### config.mk
export PLATFORM = sky130hd
export DESIGN_NAME = ifd_top
export DESIGN_NICKNAME = d
export VERILOG_FILES = /design/src/ifd_pkg.sv /design/src/ifd_top.sv
export VERILOG_INCLUDE_DIRS = /design/src
export SDC_FILE = /design/constraint.sdc
export NUM_CORES = 1
export LEC_CHECK = 0
export BUFFER_PORTS_ARGS = -buffer_cell sky130_fd_sc_hd__buf_2
export CORE_MARGIN = 2
export CORE_UTILIZATION = 31
export DETAILED_ROUTE_END_ITERATION = 8
export PLACE_DENSITY_LB_ADDON = 0.25
export SLEW_MARGIN = 20
export SYNTH_ARGS = -nofsm -noshare
export SYNTH_HDL_FRONTEND = slang
export SYNTH_SLANG_ARGS = --single-unit
export TNS_END_PERCENT = 5
### constraint.sdc
create_clock -name pclk -period 11.8 [get_ports pclk]
set_input_delay 2.36 -clock pclk [delete_from_list [all_inputs] [get_ports pclk]]
set_output_delay 2.36 -clock pclk [all_outputs]
set_load 0.01 [all_outputs]
### src/ifd_map.svh
// Register offsets, field codes, opcodes and reset values of the field decoder
`ifndef IFD_MAP_SVH
`define IFD_MAP_SVH

// ----------------------------------------
// Register byte offsets
// ----------------------------------------
`define IFD_INSTR_LO_OFS   8'h00
`define IFD_INSTR_HI_OFS   8'h04
`define IFD_BASE_OFS       8'h08
`define IFD_INDEX_OFS      8'h0c
`define IFD_FLAGS_OFS      8'h10
`define IFD_COUNT_OFS      8'h14
`define IFD_CTRL_OFS       8'h18
`define IFD_RES0_OFS       8'h1c
`define IFD_RES1_OFS       8'h20
`define IFD_RES2_OFS       8'h24

// ----------------------------------------
// Field codes
// ----------------------------------------
`define IFD_MOD_NODISP     2'b00
`define IFD_MOD_DISP8      2'b01
`define IFD_MOD_DISP16     2'b10
`define IFD_MOD_REG        2'b11
`define IFD_RM_DIRECT      3'b110
`define IFD_CTRL_GO_BIT    0
`define IFD_SHIFT_ONE      8'h01

// ----------------------------------------
// Flag word positions
// ----------------------------------------
`define IFD_BIT_CARRY      0
`define IFD_BIT_PARITY     2
`define IFD_BIT_AUX        4
`define IFD_BIT_ZERO       6
`define IFD_BIT_SIGN       7
`define IFD_BIT_TRAP       8
`define IFD_BIT_INTEN      9
`define IFD_BIT_DIR        10
`define IFD_BIT_OVER       11
`define IFD_FLAGS_MASK     16'h0fd5
`define IFD_FLAGS_RST      16'h0000

// ----------------------------------------
// Opcodes
// ----------------------------------------
`define IFD_OP_JMP_NEAR    8'he9
`define IFD_OP_JMP_SHORT   8'heb
`define IFD_OP_JMP_FAR     8'hea
`define IFD_OP_CALL_NEAR   8'he8
`define IFD_OP_CALL_FAR    8'h9a
`define IFD_OP_RET_N       8'hc3
`define IFD_OP_RET_NI      8'hc2
`define IFD_OP_RET_F       8'hcb
`define IFD_OP_RET_FI      8'hca
`define IFD_OP_INT_N       8'hcd
`define IFD_OP_INT_3       8'hcc
`define IFD_OP_INT_OVF     8'hce
`define IFD_OP_INT_RET     8'hcf
`define IFD_OP_IMM_SX      8'h83

`endif

### src/ifd_pkg.sv
// Types shared by the instruction field decoder
package ifd_pkg;

	typedef enum logic [4:0] {
		IFD_K_OTHER     = 5'b00000,
		IFD_K_SEG_PFX   = 5'b00001,
		IFD_K_REP_PFX   = 5'b00010,
		IFD_K_JMP_NEAR  = 5'b00011,
		IFD_K_JMP_SHORT = 5'b00100,
		IFD_K_JMP_FAR   = 5'b00101,
		IFD_K_JCC       = 5'b00110,
		IFD_K_CALL_NEAR = 5'b00111,
		IFD_K_CALL_FAR  = 5'b01000,
		IFD_K_RET_N     = 5'b01001,
		IFD_K_RET_NI    = 5'b01010,
		IFD_K_RET_F     = 5'b01011,
		IFD_K_RET_FI    = 5'b01100,
		IFD_K_INT_N     = 5'b01101,
		IFD_K_INT_3     = 5'b01110,
		IFD_K_INT_OVF   = 5'b01111,
		IFD_K_INT_RET   = 5'b10000,
		IFD_K_SHIFT     = 5'b10001,
		IFD_K_LOOP      = 5'b10010
	} ifd_kind_type;

	typedef struct packed {
		logic [4:0]  rsvd;
		logic        rep_cont;
		logic        cond_true;
		logic        seg_ovr;
		logic [1:0]  seg;
		logic        rm_hi;
		logic [2:0]  rm_idx;
		logic        reg_hi;
		logic [2:0]  reg_idx;
		logic [1:0]  disp_len;
		logic        mem_op;
		logic        to_reg;
		logic        word;
		logic [3:0]  len;
		ifd_kind_type kind;
	} ifd_res_type;

	typedef struct packed {
		ifd_res_type res;
		logic [15:0] imm;
		logic [15:0] effective_address;
		logic [7:0]  shift_count;
	} ifd_dec_type;

endpackage : ifd_pkg

### src/ifd_top.sv
// Instruction field decoder with APB register access
`timescale 1ns/100ps
`include "ifd_map.svh"

module ifd_top (
	input  wire logic              pclk,
	input  wire logic              presetn,
	input  wire logic              psel,
	input  wire logic              penable,
	input  wire logic              pwrite,
	input  wire logic [7:0]        paddr,
	input  wire logic [31:0]       pwdata,
	output logic [31:0]            prdata,
	output logic                   pready,
	output logic                   pslverr,
	output ifd_pkg::ifd_dec_type   dec_out
);

	// ----------------------------------------
	// Helper functions
	// ----------------------------------------
	function automatic logic has_modrm(input logic [7:0] op);
		has_modrm = 1'b0;
		if (op[7:6] == 2'b00 && op[2] == 1'b0) begin
			has_modrm = 1'b1;
		end else if (op[7:4] == 4'h8 && op != `IFD_OP_CALL_FAR) begin
			has_modrm = 1'b1;
		end else if (op[7:1] == 7'b1100011 || op[7:1] == 7'b1100010) begin
			has_modrm = 1'b1;
		end else if (op[7:2] == 6'b110100 || op[7:3] == 5'b11011) begin
			has_modrm = 1'b1;
		end else if (op[7:1] == 7'b1111011 || op[7:1] == 7'b1111111) begin
			has_modrm = 1'b1;
		end
	endfunction : has_modrm

	function automatic logic [2:0] imm_len(input logic [7:0] op, input logic [2:0] rg);
		imm_len = 3'd0;
		if (op[7:2] == 6'b100000) begin
			imm_len = (op[1:0] == 2'b01) ? 3'd2 : 3'd1;
		end else if (op[7:6] == 2'b00 && op[2:1] == 2'b10) begin
			imm_len = op[0] ? 3'd2 : 3'd1;
		end else if (op[7:1] == 7'b1100011) begin
			imm_len = op[0] ? 3'd2 : 3'd1;
		end else if (op[7:4] == 4'hb) begin
			imm_len = op[3] ? 3'd2 : 3'd1;
		end else if (op[7:1] == 7'b1111011 && rg == 3'b000) begin
			imm_len = op[0] ? 3'd2 : 3'd1;
		end else if (op[7:4] == 4'h7 || op == `IFD_OP_JMP_SHORT) begin
			imm_len = 3'd1;
		end else if (op[7:2] == 6'b111000 || op[7:2] == 6'b111001) begin
			imm_len = 3'd1;
		end else if (op == `IFD_OP_INT_N) begin
			imm_len = 3'd1;
		end else if (op == `IFD_OP_JMP_NEAR || op == `IFD_OP_CALL_NEAR) begin
			imm_len = 3'd2;
		end else if (op == `IFD_OP_RET_NI || op == `IFD_OP_RET_FI) begin
			imm_len = 3'd2;
		end else if (op[7:2] == 6'b101000) begin
			imm_len = 3'd2;
		end else if (op == `IFD_OP_JMP_FAR || op == `IFD_OP_CALL_FAR) begin
			imm_len = 3'd4;
		end
	endfunction : imm_len

	function automatic logic [15:0] ea_base(input logic [2:0] rm,
		input logic [15:0] bx, input logic [15:0] bp,
		input logic [15:0] si, input logic [15:0] di);
		case (rm)
			3'b000: ea_base = bx + si;
			3'b001: ea_base = bx + di;
			3'b010: ea_base = bp + si;
			3'b011: ea_base = bp + di;
			3'b100: ea_base = si;
			3'b101: ea_base = di;
			3'b110: ea_base = bp;
			default: ea_base = bx;
		endcase
	endfunction : ea_base

	function automatic logic [3:0] reg_sel(input logic w, input logic [2:0] code);
		reg_sel = w ? {1'b0, code} : {code[2], 1'b0, code[1:0]};
	endfunction : reg_sel

	function automatic logic cond_eval(input logic [3:0] cc, input logic [15:0] f);
		logic lt;
		lt = f[`IFD_BIT_SIGN] ^ f[`IFD_BIT_OVER];
		case (cc[3:1])
			3'd0: cond_eval = f[`IFD_BIT_OVER];
			3'd1: cond_eval = f[`IFD_BIT_CARRY];
			3'd2: cond_eval = f[`IFD_BIT_ZERO];
			3'd3: cond_eval = f[`IFD_BIT_CARRY] | f[`IFD_BIT_ZERO];
			3'd4: cond_eval = f[`IFD_BIT_SIGN];
			3'd5: cond_eval = f[`IFD_BIT_PARITY];
			3'd6: cond_eval = lt;
			default: cond_eval = lt | f[`IFD_BIT_ZERO];
		endcase
		cond_eval = cond_eval ^ cc[0];
	endfunction : cond_eval

	// ----------------------------------------
	// Register file
	// ----------------------------------------
	logic [31:0] instr_lo_r;
	logic [15:0] instr_hi_r;
	logic [31:0] base_r;
	logic [31:0] index_r;
	logic [15:0] flags_r;
	logic [7:0]  count_low_byte_r;
	logic [1:0]  seg_r;
	logic        seg_v_r;
	ifd_pkg::ifd_dec_type dec_r;
	ifd_pkg::ifd_dec_type dec_nxt;

	logic        acc;
	logic        wr;
	logic        go;
	logic [7:0]  ib [0:5];

	assign acc = psel && penable;
	assign wr = acc && pwrite;
	assign go = wr && paddr == `IFD_CTRL_OFS && pwdata[`IFD_CTRL_GO_BIT];
	assign pready = 1'b1;
	assign dec_out = dec_r;

	assign ib[0] = instr_lo_r[7:0];
	assign ib[1] = instr_lo_r[15:8];
	assign ib[2] = instr_lo_r[23:16];
	assign ib[3] = instr_lo_r[31:24];
	assign ib[4] = instr_hi_r[7:0];
	assign ib[5] = instr_hi_r[15:8];

	always_ff @(posedge pclk or negedge presetn) begin
		if (!presetn) begin
			instr_lo_r <= 32'h0;
			instr_hi_r <= 16'h0;
			base_r <= 32'h0;
			index_r <= 32'h0;
			count_low_byte_r <= 8'h0;
		end else if (wr) begin
			if (paddr == `IFD_INSTR_LO_OFS) begin
				instr_lo_r <= pwdata;
			end else if (paddr == `IFD_INSTR_HI_OFS) begin
				instr_hi_r <= pwdata[15:0];
			end else if (paddr == `IFD_BASE_OFS) begin
				base_r <= pwdata;
			end else if (paddr == `IFD_INDEX_OFS) begin
				index_r <= pwdata;
			end else if (paddr == `IFD_COUNT_OFS) begin
				count_low_byte_r <= pwdata[7:0];
			end
		end
	end

	// Flag word kept as one 16-bit object
	always_ff @(posedge pclk or negedge presetn) begin
		if (!presetn) begin
			flags_r <= `IFD_FLAGS_RST;
		end else if (wr && paddr == `IFD_FLAGS_OFS) begin
			flags_r <= pwdata[15:0] & `IFD_FLAGS_MASK;
		end
	end

	// ----------------------------------------
	// Read path
	// ----------------------------------------
	always_comb begin
		prdata = 32'h0;
		pslverr = 1'b0;
		if (paddr == `IFD_INSTR_LO_OFS) begin
			prdata = instr_lo_r;
		end else if (paddr == `IFD_INSTR_HI_OFS) begin
			prdata = {16'h0, instr_hi_r};
		end else if (paddr == `IFD_BASE_OFS) begin
			prdata = base_r;
		end else if (paddr == `IFD_INDEX_OFS) begin
			prdata = index_r;
		end else if (paddr == `IFD_FLAGS_OFS) begin
			prdata = {16'h0, flags_r};
		end else if (paddr == `IFD_COUNT_OFS) begin
			prdata = {24'h0, count_low_byte_r};
		end else if (paddr == `IFD_CTRL_OFS) begin
			prdata = {29'h0, seg_v_r, seg_r};
		end else if (paddr == `IFD_RES0_OFS) begin
			prdata = dec_r.res;
		end else if (paddr == `IFD_RES1_OFS) begin
			prdata = {dec_r.imm, dec_r.effective_address};
		end else if (paddr == `IFD_RES2_OFS) begin
			prdata = {24'h0, dec_r.shift_count};
		end else begin
			pslverr = acc;
		end
	end

	// ----------------------------------------
	// Field decode
	// ----------------------------------------
	logic [7:0]  op;
	logic [1:0]  md;
	logic [2:0]  rg;
	logic [2:0]  rm;
	logic        hm;
	logic [1:0]  dl;
	logic [2:0]  il;
	logic [2:0]  ip;
	logic [15:0] disp;
	logic        sx;
	logic [3:0]  reg_code;
	logic [3:0]  rm_code;

	assign op = ib[0];
	assign md = ib[1][7:6];
	assign rg = ib[1][5:3];
	assign rm = ib[1][2:0];
	assign hm = has_modrm(op);
	assign il = imm_len(op, rg);
	assign ip = 3'd1 + {2'b00, hm} + {1'b0, dl};
	assign reg_code = reg_sel(op[0], rg);
	assign rm_code = reg_sel(op[0], rm);

	always_comb begin
		dl = 2'd0;
		if (hm) begin
			case (md)
				`IFD_MOD_NODISP: dl = (rm == `IFD_RM_DIRECT) ? 2'd2 : 2'd0;
				`IFD_MOD_DISP8:  dl = 2'd1;
				`IFD_MOD_DISP16: dl = 2'd2;
				default:         dl = 2'd0;
			endcase
		end
	end

	always_comb begin
		disp = 16'h0;
		if (dl == 2'd1) begin
			disp = {{8{ib[2][7]}}, ib[2]};
		end else if (dl == 2'd2) begin
			disp = {ib[3], ib[2]};
		end
	end

	assign sx = (op == `IFD_OP_IMM_SX) || op[7:4] == 4'h7 || op == `IFD_OP_JMP_SHORT
		|| op[7:2] == 6'b111000;

	always_comb begin
		dec_nxt = '0;
		dec_nxt.res.kind = ifd_pkg::IFD_K_OTHER;
		dec_nxt.res.len = {1'b0, 3'd1} + {3'b000, hm} + {2'b00, dl} + {1'b0, il};
		dec_nxt.res.word = op[0];
		dec_nxt.res.to_reg = hm & op[1];
		dec_nxt.res.mem_op = hm && md != `IFD_MOD_REG;
		dec_nxt.res.disp_len = dl;
		dec_nxt.res.reg_hi = reg_code[3];
		dec_nxt.res.reg_idx = reg_code[2:0];
		dec_nxt.res.rm_hi = rm_code[3];
		dec_nxt.res.rm_idx = rm_code[2:0];
		dec_nxt.res.seg = seg_r;
		dec_nxt.res.seg_ovr = seg_v_r && dec_nxt.res.mem_op;
		dec_nxt.res.rep_cont = 1'b1;
		if (dec_nxt.res.mem_op) begin
			if (md == `IFD_MOD_NODISP && rm == `IFD_RM_DIRECT) begin
				dec_nxt.effective_address = disp;
			end else begin
				dec_nxt.effective_address = ea_base(rm, base_r[15:0], base_r[31:16],
					index_r[15:0], index_r[31:16]) + disp;
			end
		end
		if (il == 3'd1) begin
			dec_nxt.imm = sx ? {{8{ib[ip][7]}}, ib[ip]} : {8'h0, ib[ip]};
		end else if (il != 3'd0) begin
			dec_nxt.imm = {ib[3'(ip + 3'd1)], ib[ip]};
		end
		if (op[7:2] == 6'b110100) begin
			dec_nxt.res.kind = ifd_pkg::IFD_K_SHIFT;
			dec_nxt.shift_count = op[1] ? count_low_byte_r : `IFD_SHIFT_ONE;
		end else if (op[7:4] == 4'h7) begin
			dec_nxt.res.kind = ifd_pkg::IFD_K_JCC;
			dec_nxt.res.cond_true = cond_eval(op[3:0], flags_r);
		end else if (op[7:2] == 6'b111000) begin
			dec_nxt.res.kind = ifd_pkg::IFD_K_LOOP;
		end else if (op[7:5] == 3'b001 && op[2:0] == 3'b110) begin
			dec_nxt.res.kind = ifd_pkg::IFD_K_SEG_PFX;
			dec_nxt.res.len = 4'd1;
		end else if (op[7:1] == 7'b1111001) begin
			dec_nxt.res.kind = ifd_pkg::IFD_K_REP_PFX;
			dec_nxt.res.len = 4'd1;
			if (ib[1][7:1] == 7'b1010011 || ib[1][7:1] == 7'b1010111) begin
				dec_nxt.res.rep_cont = op[0] == flags_r[`IFD_BIT_ZERO];
			end
		end else begin
			case (op)
				`IFD_OP_JMP_NEAR:  dec_nxt.res.kind = ifd_pkg::IFD_K_JMP_NEAR;
				`IFD_OP_JMP_SHORT: dec_nxt.res.kind = ifd_pkg::IFD_K_JMP_SHORT;
				`IFD_OP_JMP_FAR:   dec_nxt.res.kind = ifd_pkg::IFD_K_JMP_FAR;
				`IFD_OP_CALL_NEAR: dec_nxt.res.kind = ifd_pkg::IFD_K_CALL_NEAR;
				`IFD_OP_CALL_FAR:  dec_nxt.res.kind = ifd_pkg::IFD_K_CALL_FAR;
				`IFD_OP_RET_N:     dec_nxt.res.kind = ifd_pkg::IFD_K_RET_N;
				`IFD_OP_RET_NI:    dec_nxt.res.kind = ifd_pkg::IFD_K_RET_NI;
				`IFD_OP_RET_F:     dec_nxt.res.kind = ifd_pkg::IFD_K_RET_F;
				`IFD_OP_RET_FI:    dec_nxt.res.kind = ifd_pkg::IFD_K_RET_FI;
				`IFD_OP_INT_N:     dec_nxt.res.kind = ifd_pkg::IFD_K_INT_N;
				`IFD_OP_INT_3:     dec_nxt.res.kind = ifd_pkg::IFD_K_INT_3;
				`IFD_OP_INT_OVF:   dec_nxt.res.kind = ifd_pkg::IFD_K_INT_OVF;
				`IFD_OP_INT_RET:   dec_nxt.res.kind = ifd_pkg::IFD_K_INT_RET;
				default:           dec_nxt.res.kind = ifd_pkg::IFD_K_OTHER;
			endcase
		end
	end

	// ----------------------------------------
	// Result and segment state
	// ----------------------------------------
	always_ff @(posedge pclk or negedge presetn) begin
		if (!presetn) begin
			dec_r <= '0;
		end else if (go) begin
			dec_r <= dec_nxt;
		end
	end

	always_ff @(posedge pclk or negedge presetn) begin
		if (!presetn) begin
			seg_r <= 2'b00;
			seg_v_r <= 1'b0;
		end else if (go) begin
			seg_r <= op[4:3];
			seg_v_r <= dec_nxt.res.kind == ifd_pkg::IFD_K_SEG_PFX;
		end
	end
endmodule : ifd_top

After elaboration in Yosys (flattened, before gate mapping):

Cells that the tools add are included.

* bits in registers: 199
* input port bits: 45
* word-level logic and storage cells: 234

* add/sub/neg operators: 11
* $lt $le $gt $ge: 2
* eq/ne operators: 64
* muxes and demuxes: 83
* bitwise logic cells: 12
* reduce and logical (&&, ||, !) cells: 37

Operators by type and width (count)
* $mux W32: 9
* $mux W16: 9
* $eq A8 B8 Y1 const B: 14
* $pmux W16 S7: 1
* $add A16 B16 Y16: 5
* $pmux W5 S13: 1
* $mux W8: 7
* $eq A7 B7 Y1 const B: 7
* $bmux W8 S3: 2
* $mux W3: 12
* $eq A8 B5 Y1 const B: 4
* $eq A6 B6 Y1 const B: 5
* $mux W4: 6
* $mux W1: 23
* $eq A3 B3 Y1 const B: 7
* $mux W5: 4
* $eq A8 B4 Y1 const B: 2
* $eq A8 B6 Y1 const B: 2
* $logic_and A1 B1 Y1: 13
* $eq A3 B1 Y1 const B: 4
* $eq A3 B2 Y1 const B: 4
* $logic_or A1 B1 Y1: 12
* $mux W2: 6
* $logic_not A3 Y1: 3
* 31 further kinds: 47

Longest topological paths before layout:

* depth in word-level cells: 21
* depth in mapped cells: 29
* depth with buffers taken out: 26

Worst setup path after synthesis:

No wires, ideal clock.

* path type: input to output
* start point: in paddr[7]
* end point: out prdata[14]
* arrival time: 4258 ps
* path slack: 5182 ps
* cell stages on the path: 12
* cell sequence: nor3_1 and2_1 and3_1 clkbuf_1 and2_1 clkbuf_1 clkbuf_1 a22oi_1 o21ai_1 o21ai_0 a21oi_1 a21o_1

* cells in the longest elaborated chain, start to end: 10
* elaborated cells between the ends (all ways): 18
* classes of those cells: eq/ne: 8; mux: 9; reduce/logical: 1

Ends and longest elaborated chain
* start, declared: line ifd_top.sv:11 `input wire logic [7:0] paddr,`
* $eq A8 B6 Y1 (no source line)
* $mux W32: line ifd_top.sv:186 `` end else if (paddr == `IFD_RES1_OFS) begin ``
* $mux W32: line ifd_top.sv:184 `` end else if (paddr == `IFD_RES0_OFS) begin ``
* $mux W32: line ifd_top.sv:182 `` end else if (paddr == `IFD_CTRL_OFS) begin ``
* $mux W32: line ifd_top.sv:180 `` end else if (paddr == `IFD_COUNT_OFS) begin ``
* $mux W32: line ifd_top.sv:178 `` end else if (paddr == `IFD_FLAGS_OFS) begin ``
* $mux W32: line ifd_top.sv:176 `` end else if (paddr == `IFD_INDEX_OFS) begin ``
* $mux W32: line ifd_top.sv:174 `` end else if (paddr == `IFD_BASE_OFS) begin ``
* $mux W32: line ifd_top.sv:172 `` end else if (paddr == `IFD_INSTR_HI_OFS) begin ``
* $mux W32 *: line ifd_top.sv:170 `` if (paddr == `IFD_INSTR_LO_OFS) begin ``
* end, declared: line ifd_top.sv:13 `output logic [31:0] prdata,`

Every way passes the cells marked *; elsewhere a longest branch is shown, timed or not.

Final worst setup path:

* start point: in paddr[3]
* end point: out prdata[6]

* cells in the longest elaborated chain, start to end: 11
* elaborated cells between the ends (all ways): 20
* classes of those cells: eq/ne: 9; mux: 10; reduce/logical: 1

Ends and longest elaborated chain
* $eq A8 B6 Y1 (no source line)
* $mux W8: line ifd_top.sv:188 `` end else if (paddr == `IFD_RES2_OFS) begin ``
* $mux W32: line ifd_top.sv:186
* $mux W32: line ifd_top.sv:184
* $mux W32: line ifd_top.sv:182
* $mux W32: line ifd_top.sv:180
* $mux W32: line ifd_top.sv:178
* $mux W32: line ifd_top.sv:176
* $mux W32: line ifd_top.sv:174
* $mux W32: line ifd_top.sv:172
* $mux W32 *: line ifd_top.sv:170

Marks and branches as above.

==> results.md <==
* Clock Sinks at 199
* Detailed Route WL at 56.3 mm
* Seq pwr share at 49.7%
* Commonest cells in the synthesized netlist: 199 x dfrtp_1, 175 x nand2_1, 99 x a21oi_1
* Initial core utilization at 31.6%
* Min Hold Slack at 0.516 ns
* CTS Buf Count at 17
* Combinational fraction of design power at 8.0%
* IO Count at 151
* Top cells by area, synth: dfrtp_1 36%, mux2_2 7.6%, mux2_1 6.3%
* Final Cycle Share at 66.0%
* Critical path cell sequence: buf_2 > nor3_1 > and3_1 > buf_4 > nor2b_1 > a222oi_1 > nand3_1 > a21oi_1 > o21ai_1 > buf_2
* Cell taking the most area after synthesis: dfrtp_1
* Hold Crit Start: flags_r[8]$_DFFE_PN0P_
* Worst-skew pair later-pin latency at 0.47 ns
* CP Max Fanout at 26
* P_sw at 390 µW
* Largest net degree at the start of global routing at 81
* CTS Hold Buffers Added at 0
* Crit path top cell by count: buf_2
* Post-synthesis async set-or-reset flop share at 100%
* Routability cong. at 0.951
* Clock skew at 0.0158 ns
* DRC at 0
* Grt total ovfl at 0
* First-pass GRT wire length at 82.7 mm
* IO Port Bufs at 144
* Layout cells sized above 1 at 19.7%
* Total track usage at 24.2%
* Final Max Slew Viols at 0
* DR vias at 12584
* Pwr/cell area at 91.5 nW/µm²
* Netlist cell types at 75
* Max Clk Rate at 0.128 GHz
* Status: finished clean
* Crit start category: input port
* Layout Nets at 1668
* Crit path largest cell delay at 0.73 ns
* Die width at 214 µm
* Leak Pwr at 7.57 nW
* M3 GR Usage at 3.77%
* CP Buf/Inv Count at 3
* Synth warnings at 0
* HP Class: flop to flop
* Fin crit period at 7.79 ns
* Clock Path Buffers at 2
* DR pass1 iterations at 6
* DRT iter0 DRCs at 1328
* Int Pwr at 1.03 mW
* Wire per inst at 26.0 µm
* Post-CTS sizing at 0
* CTS root buffer: clkbuf_16
* Post-CTS Setup Bufs at 0
* CTS clk-pin slew, worst paths at 0.08 ns
* FP Rows at 76
* Critical Path Source: paddr[3]
* Kind of critical path: input port to output pin
* Initial antenna violation count at 3
* Setup crit end kind: output pin
* Peak supply drop at 0.112 mV
* Most instantiated library cell after synthesis: dfrtp_1
* Finished Layout Cells at 2165
* Crit path required time at 9.44 ns
* Area growth syn-to-layout at 13.2%
* CTS tree: yes
* Post-synth EDFFs at 0
* Seq cells post-synth at 199
* Final Hold Vio Count at 0
* Reg2reg start: instr_lo_r[9]$_DFFE_PN0P_
* Grt met2 use at 39.3%
* Post-DRT Antenna Nets at 0
* Setup TNS at 0 ns
* DP Cell Count at 2131
* Post-Syn Area at 13700 µm²
* Gr busiest metal: met2
* Critical Path AT at 5.43 ns
* Worst slew pin tran at 1.11 ns
* Seq/Total Area, Yosys at 36.4%
* Syn Area/Cell at 9.21 µm²
* Vias in the first global route at 12105
* Rel. slew slack at 25.9%
* Grt met1 use at 32.3%
* Main flop type after synthesis: dfrtp_1
* Yosys top cell area share at 36.4%
* CP max-delay cell: nor2b_1
* Clock Power Share at 42.3%
* Die Area at 45900 µm²
* Sw Ratio at 27.5%
* Unrepaired setup endpoints after global routing: no
* Top delay family on crit path: simple AND/OR/NAND/NOR gates
* Max Cap Violations at 0
* Core area at 43400 µm²
* H-tree Lvls at 4
* Final setup violating endpoints at 0
* Die Span Y at 214 µm
* Vias/cell at 5.81
* Hpwl dp at 42.7 mm
* Cells after synthesis at 1487
area by class of cell:
| class | count | area [µm²] |
|---|---|---|
| Timing Repair Buffer | 165 | 887 |
| Tap cell | 585 | 732 |
| Sequential cell | 199 | 4980 |
| Clock inverter | 14 | 136 |
| Antenna cell | 2 | 5.00 |
| Clock buffer | 18 | 439 |
| Multi-Input combinational cell | 1152 | 8200 |
| Fill cell | 4498 | 27900 |
| Inverter | 30 | 113 |
per-layer routing:
layer	part of all wire (%)	vias to the layer above	routed length [µm]
li1	-	5620	-
met1	42	6283	23700
met2	47	589	26500
met3	7.0	90	3930
met4	3.7	2	2100
met5	0.027	-	15
worst register-to-register path, delay by kind of cell, from the launching register on:
family / cells / cell delay, ns
AOI/OAI and AO/OA: 13 / 2.60
xor gates and xnor gates: 2 / 0.28
adders and majority gates: 3 / 0.92
buffers and inverters: 2 / 0.41
DFF: 1 / 0.53
muxes: 1 / 0.30
and+or+nand+nor: 5 / 1.68
layout by cell type (no fill, tap or decap), types with 25 or more instances in the layout:
cell type | netlist | final
inv_1 | 27 | 27
dfrtp_1 | 199 | 199
xnor2_1 | 25 | 25
mux2_2 | 92 | 92
a22oi_1 | 29 | 29
a21oi_1 | 99 | 99
ha_1 | 54 | 54
nor2_1 | 91 | 90
o21ai_0 | 72 | 72
buf_2 | 3 | 143
mux2_1 | 76 | 76
mux2i_1 | 39 | 39
a21o_1 | 29 | 29
nand2_1 | 175 | 175
o21ai_1 | 50 | 50
power by group through the flow:
stage               logic, mW  clock network, mW  registers [mW]
finish                  0.114              0.599           0.704
floorplan              0.0622                  0           0.708
global route            0.124              0.632           0.705
detailed placement      0.113                  0           0.717
CTS                     0.113              0.608           0.704
global placement        0.111                  0           0.718
stage by stage:
stage / cell area, µm² / utilization (%) / total power, mW / setup WS, ns
after floorplan: 13700 / - / 0.771 / 5.18
after global placement: 14900 / 34.4 / 0.829 / 4.31
after detailed placement: 14900 / 34.4 / 0.830 / 4.14
after CTS: 15500 / 35.7 / 1.42 / 4.14
after global routing: 15500 / 35.7 / 1.46 / 4.00
final: 15500 / 35.7 / 1.42 / 4.01
kinds of logic (layout without fill, tap and decap cells):
logic type	after synthesis	after routing	share of synthesized area (%)
adder cells (fa/ha/maj)	58	58	5.52
buffers and inverters	140	227	4.03
other	2	8	0.0549
XOR/XNOR	44	44	2.82
flip-flops	199	199	36.4
AO/OA/AOI/OAI	445	445	21.3
multiplexers	209	209	17.0
AND/OR/NAND/NOR	390	390	12.9
registers in the layout (all words and copies together) (netlist names):
register / cells
dec_out: 67
base_r: 32
index_r: 32
seg_r: 2
count_low_byte_r: 8
instr_hi_r: 16
seg_v_r: 1
flags_r: 9
instr_lo_r: 32
path summary, 6_finish.rpt:
check / to / slack [ns] / cells after the start
min reg2reg: flags_r[8]$_DFFE_PN0P_ / 0.52 / 1
max in group asynchronous: index_r[29]$_DFFE_PN0P_ / 8.50 / 2
max reg2reg: dec_out[23]$_DFFE_PN0P_ / 4.99 / 26
max: prdata[6] / 4.01 / 10
min: flags_r[8]$_DFFE_PN0P_ / 0.52 / 1
min in group asynchronous: count_low_byte_r[4]$_DFFE_PN0P_ / 1.88 / 1
Note: power is estimated with default switching activity, not from simulation.
